==> src/hw/dam_map.svh <==
// Offsets, field positions, encodings and reset values of the move unit
`ifndef DAM_MAP_SVH
`define DAM_MAP_SVH
`define DAM_OFF_CTRL 12'h000
`define DAM_OFF_DSPCTL 12'h004
`define DAM_OFF_STATUS 12'h008
`define DAM_CTRL_EN_BIT 0
`define DAM_ST_BUSY_BIT 0
`define DAM_ST_DIS_BIT 1
`define DAM_ST_RI_BIT 2
`define DAM_POS_STEP 6'h20
`define DAM_DSPCTL_RST 32'h0000_0000
`define DAM_CLS_BASE 6'h00
`define DAM_CLS_EXT 6'h1f
`define DAM_FN_MFU 6'h10
`define DAM_FN_MTU 6'h11
`define DAM_FN_MFL 6'h12
`define DAM_FN_MTL 6'h13
`define DAM_SUB_MODDEC 5'h12
`define DAM_FN_MODDEC 6'h10
`define DAM_SUB_SHINS 5'h1f
`define DAM_FN_SHINS 6'h38
`endif

==> src/hw/dam_pkg.sv <==
// Types shared by the accumulator move unit
package dam_pkg;
	typedef enum logic [2:0]
	{
		OP_NONE,
		OP_MFU,
		OP_MFL,
		OP_MTU,
		OP_MTL,
		OP_MODDEC,
		OP_SHINS
	} dam_op_t;
	typedef enum logic [1:0]
	{
		ST_IDLE = 2'b00,
		ST_EXEC = 2'b01
	} dam_state_t;
	typedef struct packed
	{
		dam_state_t state;
		dam_op_t op;
		logic [1:0] acc;
		logic [4:0] dest;
		logic [31:0] src1;
		logic [31:0] src2;
		logic dis;
		logic ri;
		logic ins_ready;
		logic res_valid;
		logic res_we;
		logic [31:0] res_data;
		logic [4:0] res_dest;
		logic flt_dis;
		logic flt_ri;
		logic en;
		logic [31:0] dspctl;
		logic dis_seen;
		logic ri_seen;
		logic pready;
		logic [31:0] prdata;
		logic pslverr;
	} dam_core_t;
endpackage

==> src/hw/dam_move_unit.sv <==
// Accumulator move unit: instruction port, accumulators, APB registers
// Summary of operation
// - Move-from-upper copies the selected accumulator's upper half to a register.
// - Upper half is accumulator bits 63..32 for every move.
// - Lower half is accumulator bits 31..0 for every move.
// - Select picks accumulator 0 to 3; 0 is the legacy result pair.
// - Accumulators 1-3 with DSP disabled fault and skip the transfer.
// - Move-from-lower copies the selected lower half to a register.
// - Move-to-upper writes the upper half, lower half kept.
// - Move-to-lower writes the lower half, upper half kept.
// - Index decrement at zero returns the top index, second source 23..8.
// - Otherwise it returns first source minus byte size, bits 7..0.
// - Index decrement encoding; flag field of control word untouched.
// - Index decrement raises no data-dependent fault.
// - Shift-insert moves lower to upper and source into lower, at once.
// - Shift-insert encoding; flag field of control word untouched.
`include "dam_map.svh"
module dam_move_unit
(
	input wire logic clk,
	input wire logic rst_b,
	input wire logic ins_valid,
	input wire logic [31:0] ins_word,
	input wire logic [31:0] ins_first_source,
	input wire logic [31:0] ins_second_source,
	output logic ins_ready,
	output logic res_valid,
	output logic res_we,
	output logic [31:0] res_data,
	output logic [4:0] res_dest,
	output logic dsp_disabled_fault,
	output logic reserved_fault,
	input wire logic psel,
	input wire logic penable,
	input wire logic pwrite,
	input wire logic [11:0] paddr,
	input wire logic [31:0] pwdata,
	output logic [31:0] prdata,
	output logic pready,
	output logic pslverr
);
	import dam_pkg::*;

	////////////////////////////////////////////////////////////////////////
	// Reset release
	logic [1:0] rst_pipe_r;
	logic rst_sync_b;

	always_ff @(posedge clk or negedge rst_b)
	begin
		if (!rst_b)
			rst_pipe_r <= 2'b00;
		else
			rst_pipe_r <= {rst_pipe_r[0], 1'b1};
	end
	assign rst_sync_b = rst_pipe_r[1];

	////////////////////////////////////////////////////////////////////////
	// Helpers
	function automatic logic reg_hit(input logic [11:0] a);
		reg_hit = a == `DAM_OFF_CTRL || a == `DAM_OFF_DSPCTL ||
			a == `DAM_OFF_STATUS;
	endfunction

	function automatic logic [31:0] index_step(input logic [31:0] s1,
		input logic [31:0] s2);
		if (s1 == 32'h0)
			index_step = {16'h0, s2[23:8]};
		else
			index_step = s1 - {24'h0, s2[7:0]};
	endfunction

	////////////////////////////////////////////////////////////////////////
	// Decode and accumulator storage
	dam_core_t r;
	dam_core_t r_nxt;
	dam_op_t d_op;
	logic [1:0] d_acc;
	logic [4:0] d_dest;
	logic d_dis;
	logic [63:0] acc_rd;
	logic wr_hi_en;
	logic wr_lo_en;
	logic [31:0] wr_hi;
	logic [31:0] wr_lo;
	logic apb_acc;
	logic apb_wr;
	logic [31:0] acc_hi;
	logic [31:0] acc_lo;
	logic [15:0] src2_top;
	logic [7:0] src2_size;
	logic [5:0] pos;
	logic [25:0] ctl_upper;

	dam_decoder u_dec
	(
		.word(ins_word),
		.dsp_module_enable_bit(r.en),
		.op(d_op),
		.accumulator_select(d_acc),
		.dest(d_dest),
		.dsp_disabled_fault(d_dis)
	);

	dam_acc_mem #(
		.ACC_N(4),
		.HALF_W(32)
	) u_mem
	(
		.clk(clk),
		.rst_sync_b(rst_sync_b),
		.rd_sel(d_acc),
		.rd_data(acc_rd),
		.wr_sel(r.acc),
		.wr_hi_en(wr_hi_en),
		.wr_lo_en(wr_lo_en),
		.wr_hi(wr_hi),
		.wr_lo(wr_lo)
	);

	assign acc_hi = acc_rd[63:32];
	assign acc_lo = acc_rd[31:0];
	assign src2_top = r.src2[23:8];
	assign src2_size = r.src2[7:0];
	assign pos = r.dspctl[5:0];
	assign ctl_upper = r.dspctl[31:6];
	assign apb_acc = psel && penable;
	assign apb_wr = apb_acc && pwrite && r.pready;

	////////////////////////////////////////////////////////////////////////
	// Next state
	always_comb
	begin
		r_nxt = r;
		r_nxt.res_valid = 1'b0;
		r_nxt.res_we = 1'b0;
		r_nxt.flt_dis = 1'b0;
		r_nxt.flt_ri = 1'b0;
		r_nxt.pready = 1'b0;
		wr_hi_en = 1'b0;
		wr_lo_en = 1'b0;
		wr_hi = r.src1;
		wr_lo = r.src1;

		// APB: one wait cycle, write lands on the completing edge
		if (apb_acc && !r.pready)
		begin
			r_nxt.pready = 1'b1;
			r_nxt.pslverr = !reg_hit(paddr);
			case (paddr)
				`DAM_OFF_CTRL: r_nxt.prdata = {31'h0, r.en};
				`DAM_OFF_DSPCTL: r_nxt.prdata = r.dspctl;
				`DAM_OFF_STATUS: r_nxt.prdata = {29'h0, r.ri_seen,
					r.dis_seen, r.state != ST_IDLE};
				default: r_nxt.prdata = 32'h0;
			endcase
		end
		if (apb_wr)
		begin
			case (paddr)
				`DAM_OFF_CTRL: r_nxt.en = pwdata[`DAM_CTRL_EN_BIT];
				`DAM_OFF_DSPCTL: r_nxt.dspctl = pwdata;
				`DAM_OFF_STATUS:
				begin
					if (pwdata[`DAM_ST_DIS_BIT])
						r_nxt.dis_seen = 1'b0;
					if (pwdata[`DAM_ST_RI_BIT])
						r_nxt.ri_seen = 1'b0;
				end
				default: r_nxt.en = r.en;
			endcase
		end

		// Instruction sequence: accept, then execute with interlock
		case (r.state)
			ST_IDLE:
			begin
				if (ins_valid)
				begin
					r_nxt.state = ST_EXEC;
					r_nxt.ins_ready = 1'b0;
					r_nxt.op = d_op;
					r_nxt.acc = d_acc;
					r_nxt.dest = d_dest;
					r_nxt.src1 = ins_first_source;
					r_nxt.src2 = ins_second_source;
					r_nxt.dis = d_dis;
					r_nxt.ri = d_op == OP_NONE;
				end
			end
			ST_EXEC:
			begin
				r_nxt.state = ST_IDLE;
				r_nxt.ins_ready = 1'b1;
				r_nxt.res_valid = 1'b1;
				r_nxt.res_dest = r.dest;
				r_nxt.flt_dis = r.dis;
				r_nxt.flt_ri = r.ri;
				if (r.dis)
					r_nxt.dis_seen = 1'b1;
				if (r.ri)
					r_nxt.ri_seen = 1'b1;
				if (!r.dis && !r.ri)
				begin
					case (r.op)
						OP_MFU:
						begin
							r_nxt.res_we = 1'b1;
							r_nxt.res_data = acc_rd[63:32];
						end
						OP_MFL:
						begin
							r_nxt.res_we = 1'b1;
							r_nxt.res_data = acc_rd[31:0];
						end
						OP_MTU: wr_hi_en = 1'b1;
						OP_MTL: wr_lo_en = 1'b1;
						OP_MODDEC:
						begin
							r_nxt.res_we = 1'b1;
							r_nxt.res_data = index_step(r.src1, r.src2);
						end
						OP_SHINS:
						begin
							wr_hi_en = 1'b1;
							wr_lo_en = 1'b1;
							wr_hi = acc_rd[31:0];
							r_nxt.dspctl[5:0] = pos + `DAM_POS_STEP;
						end
						default: r_nxt.res_we = 1'b0;
					endcase
				end
			end
			default:
			begin
				r_nxt.state = ST_IDLE;
				r_nxt.ins_ready = 1'b1;
			end
		endcase
	end

	always_ff @(posedge clk or negedge rst_sync_b)
	begin
		if (!rst_sync_b)
		begin
			r <= '0;
			r.ins_ready <= 1'b1;
			r.dspctl <= `DAM_DSPCTL_RST;
		end
		else
			r <= r_nxt;
	end

	assign ins_ready = r.ins_ready;
	assign res_valid = r.res_valid;
	assign res_we = r.res_we;
	assign res_data = r.res_data;
	assign res_dest = r.res_dest;
	assign dsp_disabled_fault = r.flt_dis;
	assign reserved_fault = r.flt_ri;
	assign prdata = r.prdata;
	assign pready = r.pready;
	assign pslverr = r.pslverr;
endmodule // dam_move_unit

==> src/hw/dam_acc_mem.sv <==
// Accumulator storage with split half writes and registered read
module dam_acc_mem #(
	parameter int ACC_N = 4,
	parameter int HALF_W = 32
)
(
	input wire logic clk,
	input wire logic rst_sync_b,
	input wire logic [1:0] rd_sel,
	output logic [2*HALF_W-1:0] rd_data,
	input wire logic [1:0] wr_sel,
	input wire logic wr_hi_en,
	input wire logic wr_lo_en,
	input wire logic [HALF_W-1:0] wr_hi,
	input wire logic [HALF_W-1:0] wr_lo
);
	typedef struct packed
	{
		logic [ACC_N-1:0][2*HALF_W-1:0] acc;
		logic [2*HALF_W-1:0] rd;
	} dam_mem_t;
	dam_mem_t r;
	dam_mem_t r_nxt;
	logic [HALF_W-1:0] lo_at_sel;
	logic [HALF_W-1:0] hi_at_sel;

	assign rd_data = r.rd;
	assign lo_at_sel = r.acc[wr_sel][HALF_W-1:0];
	assign hi_at_sel = r.acc[wr_sel][2*HALF_W-1:HALF_W];

	always_comb
	begin
		r_nxt = r;
		r_nxt.rd = r.acc[rd_sel];
		if (wr_hi_en)
			r_nxt.acc[wr_sel][2*HALF_W-1:HALF_W] = wr_hi;
		if (wr_lo_en)
			r_nxt.acc[wr_sel][HALF_W-1:0] = wr_lo;
	end

	always_ff @(posedge clk or negedge rst_sync_b)
	begin
		if (!rst_sync_b)
			r <= '0;
		else
			r <= r_nxt;
	end
endmodule // dam_acc_mem

==> src/hw/dam_decoder.sv <==
// Instruction decode and fault screening for the move unit
`include "dam_map.svh"
module dam_decoder
(
	input wire logic [31:0] word,
	input wire logic dsp_module_enable_bit,
	output dam_pkg::dam_op_t op,
	output logic [1:0] accumulator_select,
	output logic [4:0] dest,
	output logic dsp_disabled_fault
);
	import dam_pkg::*;
	logic [5:0] cls;
	logic [5:0] fn;
	logic [4:0] sub;

	assign cls = word[31:26];
	assign fn = word[5:0];
	assign sub = word[10:6];
	assign dest = word[15:11];

	always_comb
	begin
		op = OP_NONE;
		accumulator_select = word[12:11];
		if (cls == `DAM_CLS_BASE)
		begin
			case (fn)
				`DAM_FN_MFU:
				begin
					op = OP_MFU;
					accumulator_select = word[22:21];
				end
				`DAM_FN_MFL:
				begin
					op = OP_MFL;
					accumulator_select = word[22:21];
				end
				`DAM_FN_MTU: op = OP_MTU;
				`DAM_FN_MTL: op = OP_MTL;
				default: op = OP_NONE;
			endcase
		end
		else if (cls == `DAM_CLS_EXT)
		begin
			if (sub == `DAM_SUB_MODDEC && fn == `DAM_FN_MODDEC)
				op = OP_MODDEC;
			else if (sub == `DAM_SUB_SHINS && fn == `DAM_FN_SHINS)
				op = OP_SHINS;
		end
	end

	always_comb
	begin
		case (op)
			OP_MFU, OP_MFL, OP_MTU, OP_MTL:
				dsp_disabled_fault = accumulator_select != 2'h0 &&
					!dsp_module_enable_bit;
			OP_MODDEC, OP_SHINS:
				dsp_disabled_fault = !dsp_module_enable_bit;
			default: dsp_disabled_fault = 1'b0;
		endcase
	end
endmodule // dam_decoder

==> config.mk <==
export PLATFORM = sky130hd
export DESIGN_NAME = dam_move_unit
export DESIGN_NICKNAME = d
export VERILOG_FILES = /design/src/hw/dam_pkg.sv /design/src/hw/dam_move_unit.sv /design/src/hw/dam_acc_mem.sv /design/src/hw/dam_decoder.sv
export VERILOG_INCLUDE_DIRS = /design/src /design/src/hw
export SDC_FILE = /design/constraint.sdc
export NUM_CORES = 1
export LEC_CHECK = 0
export ABC_AREA = 1
export BUFFER_PORTS_ARGS = -buffer_cell sky130_fd_sc_hd__buf_2
export CORE_UTILIZATION = 64
export CTS_CLUSTER_SIZE = 24
export DETAILED_ROUTE_END_ITERATION = 8
export MAX_ROUTING_LAYER = met4
export PLACE_DENSITY = 0.85
export SKIP_CTS_REPAIR_TIMING = 1
export SLEW_MARGIN = 20
export SYNTH_ARGS = -nofsm -noshare
export SYNTH_HDL_FRONTEND = slang
export SYNTH_SLANG_ARGS = --single-unit
==> constraint.sdc <==
create_clock -name clk -period 35.9 [get_ports clk]
set_clock_uncertainty 0.05 [all_clocks]
set_input_delay 1.795 -clock clk [delete_from_list [all_inputs] [get_ports clk]]
set_output_delay 1.795 -clock clk [all_outputs]
set_load 0.05 [all_outputs]
==> metrics.txt <==
status finished, final reports clean; Clock Sinks 502; worst r2r src r[186]; num ports 222; data required time of the worst path 36,320 ps; die extent in y 192 um; FF-to-FF path depth 7; post-synthesis register bit count 502; WL final 63.1 mm; LEAKAGE 12.7 nW; area of the multi-input gates 8360 um2; RR Endpoint u_mem.r[173]; # Max-Cap Violations 0; CTS buffer count 50; layout cells sized above 1 11.6%; Crit. Startpoint ins_word[31]; PwrDens 63.5 nW/um2; num rows 69; initial antenna violation count 0; area leader, netlist dfrtp_1; yosys warns 0; Clk Latency, worst-skew pair 590 ps; WP data arrival 4840 ps; r2r setup slk 32,780 ps; VDD IR max 0.0519 mV; Via Count 19,600; routed length per placed instance 18.8 um; Clock Path Buffers 3; nets 3,016; first drt pass iteration count 7; Slew Viols, Final 0; RSZ-0062 raised after global routing no; HP Class reg -> async; minimum clock period 4420 ps; Worst-path clk slew 60 ps; maximum clock rate 0.226 GHz; synthesized cell area 23,100 um2; initial DRC count 1,981; Post-Syn Instances 2,800; Core Area 35,600 um2; largest net degree at the start of global routing 181; final setup fails 0; vias in the first global route 19,100; detailed placement HPWL 38.9 mm; # H-tree levels 2; Critical path destination u_mem.rd_data[45]; area grow syn2layout 9.78%; CTS root buf clkbuf_16; syn_nets 2,955; GRT Util Overall 36.1%; GPL Wtd Cong 0.939; Worst setup EP type register; Final Hold Fails 0; Post-DRT Antenna Nets 0; DR DRC count 0; Worst setup SP type primary input; vias per cell 5.84; headroom to the max-slew limit 25.6%; Fillers 2,663; die area 36,900 um2; Post-Syn Area per Cell 8.27 um2; CTS tree done; Die X 192 um; buffers added on ports 205; Starting Density 65.1%; largest cells by area after synthesis dfrtp_1 (54%), nand2_1 (14%), o21ai_0 (7.7%), inv_1 (4.5%), o211ai_1 (4.2%); register area 12,600 um2; Seq/Total Area, Yosys 54.3%; grt ovf 0; CP max FO 104; Worst-Margin Slew 1110 ps; fin crit share 12.3%; total power 1.61 mW; Yosys top cell area share 54.2%; Setup TNS 0 ps; library cells used by synthesis 39; kind of critical path in -> reg; Inserted Diodes 0; first-pass GRT wire length 99.6 mm
## kinds of logic after synthesis
| family | Yosys count | synth area share [%] |
|---|---|---|
| DFF | 502 | 54.3 |
| buffers and inverters | 508 | 9.80 |
| and+or+nand+nor | 1136 | 19.6 |
| xor gates and xnor gates | 5 | 0.189 |
| AOI/OAI and AO/OA | 639 | 15.6 |
| adders and majority gates | 9 | 0.519 |
| other | 1 | 0.0162 |
## synth_stat cells (all sizes together)
cell and instances:
o211ai 129, or2 1, dfstp 1, a22oi 1, nor3b 1, o21ai 368
nand4 21, fa 1, clkbuf 100, xor2 2, nand2 861, nand3b 1
ha 8, a21oi 111, buf 125, nand3 101, nor2 133, conb 1
a31oi 1, clkinv 4, inv 279, nor3 17, xnor2 3, o31ai 27
dfrtp 501, a21o 1, a22o 1
## flip-flops by register name (all words and copies together), names as in the netlist, 2 cells and up
name and flops:
ctl_upper 26, res_data 32, u_mem.rd_data 64, u_mem.r 256, wr_lo 32, res_dest 5
rst_pipe_r 2, pos 6, prdata 32, r 40
## worst max-delay path, stage by stage
cell	delay (ps)
buf_2	100
or2_1	230
nor2_2	200
nand3_1	190
o21ai_4	840
buf_4	930
nand2_1	220
o211ai_1	180
nand2_1	80
## final cells by class
cell class / count / share of cell area (%)
clock buffers: 78 / 5.90
well taps: 461 / 2.27
flip-flops and latches: 502 / 49.5
multi-input cells: 1790 / 32.9
inverters: 283 / 4.20
clock inverters: 11 / 0.266
repair buffers: 234 / 4.99
## how the worst min path moves through the flow
stage | start | to | slack [ps] | cells after the start
6_report | rst_pipe_r[1] | wr_lo[14] | 190 | 0
5_1_grt | rst_pipe_r[1] | wr_lo[14] | 220 | 0
2_1_floorplan | rst_pipe_r[0] | rst_pipe_r[1] | 280 | 0
4_1_cts | rst_pipe_r[1] | u_mem.rd_data[14] | 190 | 0
3_3_place_gp | rst_pipe_r[1] | u_mem.r[134] | 200 | 0
3_5_place_dp | rst_pipe_r[1] | u_mem.r[134] | 200 | 0
## metal layers
| layer | global-route usage [%] | vias up | part of all wire, % |
|---|---|---|---|
| li1 | - | 9092 | - |
| met1 | 47.5 | 9361 | 40 |
| met2 | 55.3 | 997 | 46 |
| met3 | 6.40 | 165 | 9.9 |
| met4 | 15.9 | 0 | 3.8 |
| met5 | - | - | 0 |
## power breakdown
group	internal (mW)	total, mW	switching, mW
logic	0.101	0.357	0.255
clock network	0.286	0.502	0.216
registers	0.689	0.754	0.0651
## stage by stage
step                      std cells  utilization, %  setup WS [ps]  hold slack [ps]  area [um2]
after detailed placement       3269            67.0          30880              201       23800
final                          3359            71.4          31480              187       25400
after global placement         3269            67.0          30920              201       23800
after global routing           3359            71.4          31300              215       25400
after CTS                      3358            71.4          31460              194       25400
after floorplan                2800               -          20820              281       23100
## cell usage in the layout (no fill, tap or decap), types with 2 or more instances in the layout
cell        Yosys  final
buf_2          49    205
o211ai_1      129    129
clkbuf_8        0     12
nor3_4          3      3
clkinv_2        0      9
nor3_1         14     14
buf_4          72     27
xnor2_1         3      3
nand3_1       101     99
dfrtp_1       501    500
nor2_1        129    126
ha_1            8      8
inv_2           2      2
nand2_2         1      7
nand3_2         0      2
nand2_1       860    854
nand4_1        21     21
clkbuf_1       96     15
xor2_1          2      2
inv_1         276    273
nor2_2          3      4
o31ai_1        27     27
clkbuf_16       0     51
nor2_4          1      3
buf_12          0      2
o21ai_1        11     11
a21oi_1       111    111
clkinvlp_4      0      2
clkinv_1        4      5
o21ai_0       356    356
(Power assumes the default switching activity.)
